**config.mk**
```make
export PLATFORM = sky130hd
export DESIGN_NAME = ppl_top
export DESIGN_NICKNAME = d
export VERILOG_FILES = /design/src/rtl/ppl_proto_rom.v /design/src/rtl/ppl_eeprom.v /design/src/rtl/ppl_top.v
export VERILOG_INCLUDE_DIRS = /design/src /design/src/rtl
export SDC_FILE = /design/constraint.sdc
export NUM_CORES = 2
export LEC_CHECK = 0
export BUFFER_PORTS_ARGS = -buffer_cell sky130_fd_sc_hd__buf_4
export CAP_MARGIN = 10
export CELL_PAD_IN_SITES_DETAIL_PLACEMENT = 2
export CELL_PAD_IN_SITES_GLOBAL_PLACEMENT = 2
export CORE_MARGIN = 2
export CORE_UTILIZATION = 41
export CTS_CLUSTER_DIAMETER = 120
export CTS_CLUSTER_SIZE = 24
export DETAILED_ROUTE_END_ITERATION = 8
export PLACE_DENSITY = 0.88
export REMOVE_ABC_BUFFERS = 1
export SLEW_MARGIN = 20
export SYNTH_ARGS = -nofsm -noshare
export SYNTH_HDL_FRONTEND = slang
export SYNTH_SLANG_ARGS = --single-unit
```
**constraint.sdc**
```tcl
create_clock -name ref_clk -period 2.35 [get_ports ref_clk]
set_input_delay 0.1175 -clock ref_clk [delete_from_list [all_inputs] [get_ports ref_clk]]
set_output_delay 0.1175 -clock ref_clk [all_outputs]
set_load 0.02 [all_outputs]
```
**src/rtl/ppl_regs.vh**
```
// Register indices, field positions and preset constants of the preset loader
`ifndef PPL_REGS_VH
`define PPL_REGS_VH

`define PPL_CFG_DEPTH      128
`define PPL_ANT_FIRST      7'h28
`define PPL_ANT_LAST       7'h39
`define PPL_COUNT_RESET    8'h12
`define PPL_PROTO_BASE     7'h48
`define PPL_PROTO_COUNT    5'h18
`define PPL_PROTO_LAST     5'h17

`define PPL_REG_CMD        8'h80
`define PPL_REG_PROTO_SEL  8'h81
`define PPL_REG_EE_ADDR_LO 8'h82
`define PPL_REG_EE_ADDR_HI 8'h83
`define PPL_REG_DEST       8'h84
`define PPL_REG_COUNT      8'h85
`define PPL_REG_STATUS     8'h86

`define PPL_CMD_PROTO_BIT  0
`define PPL_CMD_EEPROM_BIT 1
`define PPL_STAT_BUSY_BIT  0
`define PPL_STAT_DONE_BIT  1

`define PPL_EE_A106_FIRST  9'h0C0
`define PPL_EE_A106_LAST   9'h0D1

`endif

```
**src/rtl/ppl_proto_rom.v**
```verilog
// Protocol coding preset table: one 24-byte set per protocol and bit rate
`default_nettype none
module ppl_proto_rom (
  input  wire [1:0] proto_sel,
  input  wire [4:0] slot,
  output reg  [7:0] value
);
  always @* begin
    case (slot)
      5'h00:   value = 8'h20;
      5'h02:   value = {6'h01, proto_sel};
      5'h03:   value = 8'h50;
      5'h04:   value = {2'h1, proto_sel, 4'h0};
      5'h0F:   value = 8'h50;
      5'h10:   value = (proto_sel == 2'h0) ? 8'h02 : 8'h22;
      5'h13:   value = (proto_sel == 2'h0) ? 8'h01 : 8'h00;
      5'h15:   value = (proto_sel == 2'h0) ? 8'h08 : 8'h0D;
      5'h16:   value = 8'h80;
      5'h17:   value = 8'hB2;
      default: value = 8'h00;
    endcase
  end
endmodule // ppl_proto_rom
`default_nettype wire

```
**src/rtl/ppl_eeprom.v**
```verilog
// User EEPROM model holding the Type A 106 antenna preset set at C0..D1, one registered read port
`default_nettype none
module ppl_eeprom (
  input  wire       ref_clk,
  input  wire [8:0] rd_addr,
  output reg  [7:0] rd_data
);
  reg [7:0] lookup;

  always @* begin
    case (rd_addr)
      9'h0C0:  lookup = 8'h8E;
      9'h0C1:  lookup = 8'h12;
      9'h0C2:  lookup = 8'h39;
      9'h0C3:  lookup = 8'h0A;
      9'h0C4:  lookup = 8'h18;
      9'h0C5:  lookup = 8'h18;
      9'h0C6:  lookup = 8'h0F;
      9'h0C7:  lookup = 8'h21;
      9'h0C8:  lookup = 8'h00;
      9'h0C9:  lookup = 8'hC0;
      9'h0CA:  lookup = 8'h12;
      9'h0CB:  lookup = 8'hCF;
      9'h0CC:  lookup = 8'h00;
      9'h0CD:  lookup = 8'h04;
      9'h0CE:  lookup = 8'h90;
      9'h0CF:  lookup = 8'h5C;
      9'h0D0:  lookup = 8'h12;
      9'h0D1:  lookup = 8'h0A;
      default: lookup = 8'h00;
    endcase
  end

  always @(posedge ref_clk) begin
    rd_data <= lookup;
  end
endmodule // ppl_eeprom
`default_nettype wire

```
**src/rtl/ppl_top.v**
```verilog
// Preset loader: configuration register file, Avalon-MM slave and load sequencer
//
// Register access over Avalon-MM and the placing of the registers are this design's own decisions.
`include "ppl_regs.vh"
`default_nettype none

// Notes on behaviour
// Protocol command writes per-protocol coding presets
// Protocol command never touches antenna registers
// Host writes antenna setup on unpreset variant
// Common coding values in every protocol set
// First set: 04, 40, 02, 01, 08
// 212 kbit/s: 05, 50, 22, 00, 0D
// 424 kbit/s: 06, 60, receive as 212
// 848 kbit/s: 07, 70, receive as 212
// EEPROM command copies antenna presets to registers
// Antenna registers occupy 0x28 through 0x39
// EEPROM keeps one antenna preset per protocol; the model holds only the Type A 106 set
// Single register writes equal EEPROM load
// Type A 106 preset at C0..D1
// Host may tune loaded presets afterwards
// Ascending EEPROM bytes into consecutive registers
// Completion flagged only after last byte written
module ppl_top #(
  parameter CFG_DEPTH = `PPL_CFG_DEPTH
) (
  input  wire        ref_clk,
  input  wire        rst_n,
  input  wire [7:0]  avs_address,
  input  wire        avs_read,
  input  wire        avs_write,
  input  wire [31:0] avs_writedata,
  output reg  [31:0] avs_readdata,
  output reg         avs_waitrequest,
  output reg         load_busy,
  output reg         load_done
);
  localparam [1:0] ST_IDLE  = 2'h0;
  localparam [1:0] ST_PROTO = 2'h1;
  localparam [1:0] ST_EE_RD = 2'h2;
  localparam [1:0] ST_EE_WR = 2'h3;

  reg  [7:0] cfg_mem [0:CFG_DEPTH-1];
  reg  [1:0] state_reg;
  reg  [1:0] proto_sel_reg;
  reg  [8:0] ee_addr_reg;
  reg  [6:0] dest_reg;
  reg  [7:0] count_reg;
  reg  [4:0] slot_reg;
  reg  [8:0] ee_ptr_reg;
  reg  [6:0] wr_ptr_reg;
  reg  [7:0] left_reg;
  reg  [7:0] rd_byte;
  wire [7:0] proto_value;
  wire [7:0] ee_value;
  wire       is_cfg;
  wire       granted;
  wire       bus_wr;
  wire       seq_wr;
  wire [6:0] seq_addr;
  wire [7:0] seq_data;
  integer    i;

  ppl_proto_rom u_proto_rom (
    .proto_sel (proto_sel_reg),
    .slot      (slot_reg),
    .value     (proto_value)
  );

  ppl_eeprom u_eeprom (
    .ref_clk (ref_clk),
    .rd_addr (ee_ptr_reg),
    .rd_data (ee_value)
  );

  assign is_cfg  = ~avs_address[7];
  // Configuration array accesses stall while a load owns the array
  assign granted = ~(is_cfg & load_busy);
  assign bus_wr  = avs_write & ~avs_waitrequest;

  // Sequencer write port; the protocol window sits outside 0x28..0x39
  assign seq_wr   = (state_reg == ST_PROTO) | (state_reg == ST_EE_WR);
  assign seq_addr = (state_reg == ST_PROTO) ?
                    (`PPL_PROTO_BASE + {2'b00, slot_reg}) : wr_ptr_reg;
  assign seq_data = (state_reg == ST_PROTO) ? proto_value : ee_value;

  always @* begin
    rd_byte = 8'h00;
    if (is_cfg) begin
      rd_byte = cfg_mem[avs_address[6:0]];
    end else begin
      case (avs_address)
        `PPL_REG_PROTO_SEL:  rd_byte = {6'h00, proto_sel_reg};
        `PPL_REG_EE_ADDR_LO: rd_byte = ee_addr_reg[7:0];
        `PPL_REG_EE_ADDR_HI: rd_byte = {7'h00, ee_addr_reg[8]};
        `PPL_REG_DEST:       rd_byte = {1'b0, dest_reg};
        `PPL_REG_COUNT:      rd_byte = count_reg;
        `PPL_REG_STATUS:     rd_byte = {6'h00, load_done, load_busy};
        default:             rd_byte = 8'h00;
      endcase
    end
  end

  // Bus handshake: one wait cycle, more for a configuration access while a load is busy, then one cycle with waitrequest low
  always @(posedge ref_clk) begin
    if (!rst_n) begin
      avs_waitrequest <= 1'b1;
      avs_readdata    <= 32'h0000_0000;
    end else begin
      avs_waitrequest <= 1'b1;
      if ((avs_read | avs_write) & avs_waitrequest & granted) begin
        avs_waitrequest <= 1'b0;
        avs_readdata    <= {24'h00_0000, rd_byte};
      end
    end
  end

  // Configuration array: bus writes and sequencer writes never overlap
  always @(posedge ref_clk) begin
    if (!rst_n) begin
      for (i = 0; i < CFG_DEPTH; i = i + 1) begin
        cfg_mem[i] <= 8'h00;
      end
    end else if (seq_wr) begin
      cfg_mem[seq_addr] <= seq_data;
    end else if (bus_wr & is_cfg) begin
      cfg_mem[avs_address[6:0]] <= avs_writedata[7:0];
    end
  end

  // Parameter registers, command decode and sequencer
  always @(posedge ref_clk) begin
    if (!rst_n) begin
      state_reg     <= ST_IDLE;
      proto_sel_reg <= 2'h0;
      ee_addr_reg   <= `PPL_EE_A106_FIRST;
      dest_reg      <= `PPL_ANT_FIRST;
      count_reg     <= `PPL_COUNT_RESET;
      slot_reg      <= 5'h00;
      ee_ptr_reg    <= 9'h000;
      wr_ptr_reg    <= 7'h00;
      left_reg      <= 8'h00;
      load_busy     <= 1'b0;
      load_done     <= 1'b0;
    end else begin
      if (bus_wr & !load_busy) begin
        case (avs_address)
          `PPL_REG_PROTO_SEL:  proto_sel_reg   <= avs_writedata[1:0];
          `PPL_REG_EE_ADDR_LO: ee_addr_reg[7:0] <= avs_writedata[7:0];
          `PPL_REG_EE_ADDR_HI: ee_addr_reg[8]   <= avs_writedata[0];
          `PPL_REG_DEST:       dest_reg        <= avs_writedata[6:0];
          `PPL_REG_COUNT:      count_reg       <= avs_writedata[7:0];
          default: ;
        endcase
      end
      if (bus_wr && avs_address == `PPL_REG_STATUS &&
          avs_writedata[`PPL_STAT_DONE_BIT]) begin
        load_done <= 1'b0;
      end
      case (state_reg)
        ST_IDLE: begin
          if (bus_wr && avs_address == `PPL_REG_CMD) begin
            if (avs_writedata[`PPL_CMD_PROTO_BIT]) begin
              state_reg <= ST_PROTO;
              slot_reg  <= 5'h00;
              load_busy <= 1'b1;
            end else if (avs_writedata[`PPL_CMD_EEPROM_BIT]) begin
              ee_ptr_reg <= ee_addr_reg;
              wr_ptr_reg <= dest_reg;
              left_reg   <= count_reg;
              if (count_reg == 8'h00) begin
                load_done <= 1'b1;
              end else begin
                state_reg <= ST_EE_RD;
                load_busy <= 1'b1;
              end
            end
          end
        end
        ST_PROTO: begin
          slot_reg <= slot_reg + 5'h01;
          if (slot_reg == `PPL_PROTO_LAST) begin
            state_reg <= ST_IDLE;
            load_busy <= 1'b0;
            load_done <= 1'b1;
          end
        end
        ST_EE_RD: begin
          state_reg <= ST_EE_WR;
        end
        ST_EE_WR: begin
          ee_ptr_reg <= ee_ptr_reg + 9'h001;
          wr_ptr_reg <= wr_ptr_reg + 7'h01;
          left_reg   <= left_reg - 8'h01;
          if (left_reg == 8'h01) begin
            state_reg <= ST_IDLE;
            load_busy <= 1'b0;
            load_done <= 1'b1;
          end else begin
            state_reg <= ST_EE_RD;
          end
        end
        default: begin
          state_reg <= ST_IDLE;
          load_busy <= 1'b0;
        end
      endcase
    end
  end
endmodule // ppl_top
`default_nettype wire

```
==> impl_metrics.py <==
metrics = {
    "outcome": {
        "status": "complete, but fails checks",
        "violations": "capacitance limit, slew limit, setup timing",
    },
    "pwr": {
        "vdd_drop_max_uv": 725,
        "pwr_density_cell_mw_per_mm2": 613,
        "p_comb_share_pct": 11.9,
        "intPower_mw": 27.7,
        "swShare_pct": 28.8,
        "p_leak_nw": 22.2,
        "p_clk_share_pct": 30.5,
        "seqPwrFrac_pct": 57.7,
        "p_sw_mw": 11.2,
    },
    "drt": {
        "via_count": 45800,
        "ant_nets": 0,
        "via_per_inst": 7.59,
        "dr.pass1.iters": 8,
        "drt_iter0_drc": 9279,
        "wirelength_um": 318000,
        "drc": 0,
        "wl_per_cell_um": 52.8,
    },
    "sta": {
        "min_period_ns": 3.96,
        "timing.final.ws_setup_ns": -1.61,
        "skew_ns": 0.102,
        "rsz0062_at_grt": "true",
        "setup_viol": 2091,
        "fmax_ghz": 0.252,
        "slew_violations": 4,
        "finalCritPeriodShare_pct": 169,
        "slew-limit-headroom_pct": -38.2,
        "worst_pin_slew_ns": 2.02,
        "hold_viol": 0,
    },
    "cells_and_area": {
        "mostFrequentLayoutCells": "1,024 x edfxtp_1, 938 x nor2_1, 467 x buf_4, 235 x mux4_2, 211 x nand2_1",
        "drive_gt1_share_pct": 34.6,
        "postLayoutCellArea_mm2": 0.0636,
        "final_nets": 4429,
        "syn2layout_area_growth_pct": 27.9,
        "final_common_cell": "edfxtp_1",
        "instances_no_fill": 6029,
        "largest_reg_flops": 1024,
    },
    "yosys": {
        "synth_ff_type": "edfxtp_1",
        "ys_warn_count": 0,
        "seq_area_frac_synth_pct": 64.9,
        "syn-mean-instance-area_um2": 13.1,
        "syn-cell-area_mm2": 0.0497,
        "ys_ff_latch": 1100,
        "synth_edf_count": 1024,
        "synth.distinct_cells": 84,
        "synthArstFlopShare_pct": 0,
        "syn-instance-count": 3795,
    },
    "worst_setup_path": {
        "critical_path_class": "reg2reg",
        "crit_slowest_cell": "nor2_1",
        "crit_family": "simple AND/OR/NAND/NOR gates",
        "cp_num_buf_inv": 5,
        "worst_ep_arrival_time_ns": 4.36,
        "required_ns": 2.75,
        "critPathCaptureType": "flip-flop",
        "cp_max_fo": 28,
        "cp_cell_sequence": "inv_2 > ha_4 > nand3_1 > o21a_1 > o311a_1 > nor3_4 > buf_6 > a21oi_4 > buf_12 > buf_12 > buf_16 > nor2_1",
        "critPathLaunchType": "flip-flop",
        "slowest_delay_ns": 1.05,
        "crit_top_cell": "buf_12",
    },
    "global_route": {
        "antenna_found_initial": 49,
        "grt.overflow.total": 0,
        "grt_usage_pct": 44.0,
        "grt_pass1_wl_um": 380000,
        "grt_max_degree": 94,
        "grt_pass1_vias": 43600,
    },
    "floorplanning": {
        "die_height_um": 352,
        "initial_utilization_pct": 41.4,
        "placementRows": 127,
        "die-area_mm2": 0.124,
        "fp.dieW_um": 352,
        "core_mm2": 0.120,
        "io_pins": 79,
    },
    "clock_tree": {
        "cts_htree_levels": 2,
        "clk_pin_slew_ns": 0.15,
        "cts.path.max_buffers": 3,
        "cts_made_buffers": 51,
        "clk_latency_ns": 0.82,
        "cts_tree": "done",
        "cts_root_buffer": "clkbuf_16",
        "clock_sinks": 1100,
    },
    "min_path": {
        "hold_class": "in2reg",
    },
    "place": {
        "port-buffer-count": 30,
        "gp_congestion": 0.917,
        "dp_hpwl_um": 164000,
        "dp_cells": 5853,
        "dpl-instance-area_mm2": 0.0581,
    },
    "run": {
        "max_cap_viol_count": 2,
    },
}
-- cell usage after synthesis (all sizes together) (20+ instances only) --
cell | instances | area [um2]
a22oi | 57 | 428
nand3 | 30 | 150
inv | 21 | 78.8
nor2b | 44 | 275
clkbuf | 171 | 642
and2 | 21 | 131
nand2b | 20 | 125
buf | 138 | 888
mux2i | 127 | 1270
o21ai | 59 | 295
mux4 | 235 | 5300
edfxtp | 1024 | 30700
a21oi | 72 | 360
dfxtp | 76 | 1520
nor2 | 1113 | 4190
nand2 | 327 | 1230
nor3 | 29 | 150
-- final cells by class --
class	instances	area (um2)
Antenna cell	26	65.1
Multi-Input combinational cell	2388	18200
Timing Repair Buffer	810	9570
Fill cell	10900	56600
Clock inverter	2	12.5
Tap cell	1612	2020
Clock buffer	70	1360
Inverter	21	85.1
Sequential cell	1100	32300
-- through the flow --
stage	setup slack [ns]	power, mW	setup TNS (ns)	utilization, %	hold WS (ns)
after global placement	-0.538	25.9	-194.19	48.3	0.395
after detailed placement	-0.739	26.4	-851.03	48.3	0.467
final	-1.61	38.9	-1008.00	52.9	0.122
after CTS	-0.288	37.0	-378.44	50.5	0.00618
after floorplan	-4.78	23.8	-5864.96	-	0.179
after global routing	-1.59	38.8	-900.83	52.9	0.105
-- per-layer routing --
layer / global-route usage, % / up-vias / routed length, um
met4: 34.4 / 62 / 37600
met3: 14.5 / 2328 / 49900
met2: 67.5 / 5825 / 133000
met5: 0.500 / - / 973
met1: 50.8 / 22600 / 97100
li1: - / 15000 / -
-- worst register-to-register path, stage by stage, from the launching register on --
cell	delay, ns
dfxtp_4	0.40
inv_2	0.12
ha_4	0.15
nand3_1	0.14
o21a_1	0.18
o311a_1	0.39
nor3_4	0.43
buf_6	0.18
a21oi_4	0.04
buf_12	0.16
buf_12	0.14
buf_16	0.21
nor2_1	1.06
-- cells by family (layout without fill, tap and decap cells) --
family / after synthesis / count (layout) / share of synthesized area (%)
and+or+nand+nor: 1652 / 1652 / 13.6
DFF: 1100 / 1100 / 64.9
muxes: 371 / 371 / 13.4
buffers and inverters: 330 / 903 / 3.24
AOI/OAI and AO/OA: 326 / 326 / 4.46
adders and majority gates: 13 / 13 / 0.327
xor gates and xnor gates: 2 / 2 / 0.0352
other: 1 / 50 / 0.00754
-- power groups by stage --
stage	Sequential [mW]	Clock (mW)	Combinational (mW)
after floorplan	22.5	0	1.32
after global placement	22.5	0	3.37
after detailed placement	22.7	0	3.67
after CTS	22.3	10.8	3.89
after global routing	22.4	11.9	4.47
final	22.4	11.9	4.62
-- repair_timing --
| item | CTS | global route |
|---|---|---|
| resized for setup | 255 | 525 |
| buffers inserted | 8 | 44 |
| cloned | 1 | 18 |
| hold buffers | 10 | 0 |
| hold endpoints to repair | 35 | 0 |
| pin swaps | 17 | 56 |
| setup endpoints to repair | 2060 | 2085 |
-- path summary, 6_finish.rpt --
kind / slack [ns] / endpoint / start / cells after the start
max: -1.61 / cfg_mem[27][0]$_SDFFCE_PN0P_ / slot_reg[1]$_SDFFE_PN0P_ / 12
min: 0.12 / avs_readdata[6]$_SDFFE_PN0P_ / rst_n / 4
max reg2reg: -1.61 / cfg_mem[27][0]$_SDFFCE_PN0P_ / slot_reg[1]$_SDFFE_PN0P_ / 12
min reg2reg: 0.55 / ee_ptr_reg[7]$_SDFFE_PN0P_ / ee_ptr_reg[7]$_SDFFE_PN0P_ / 1
Power figures use the tool's default switching activity.
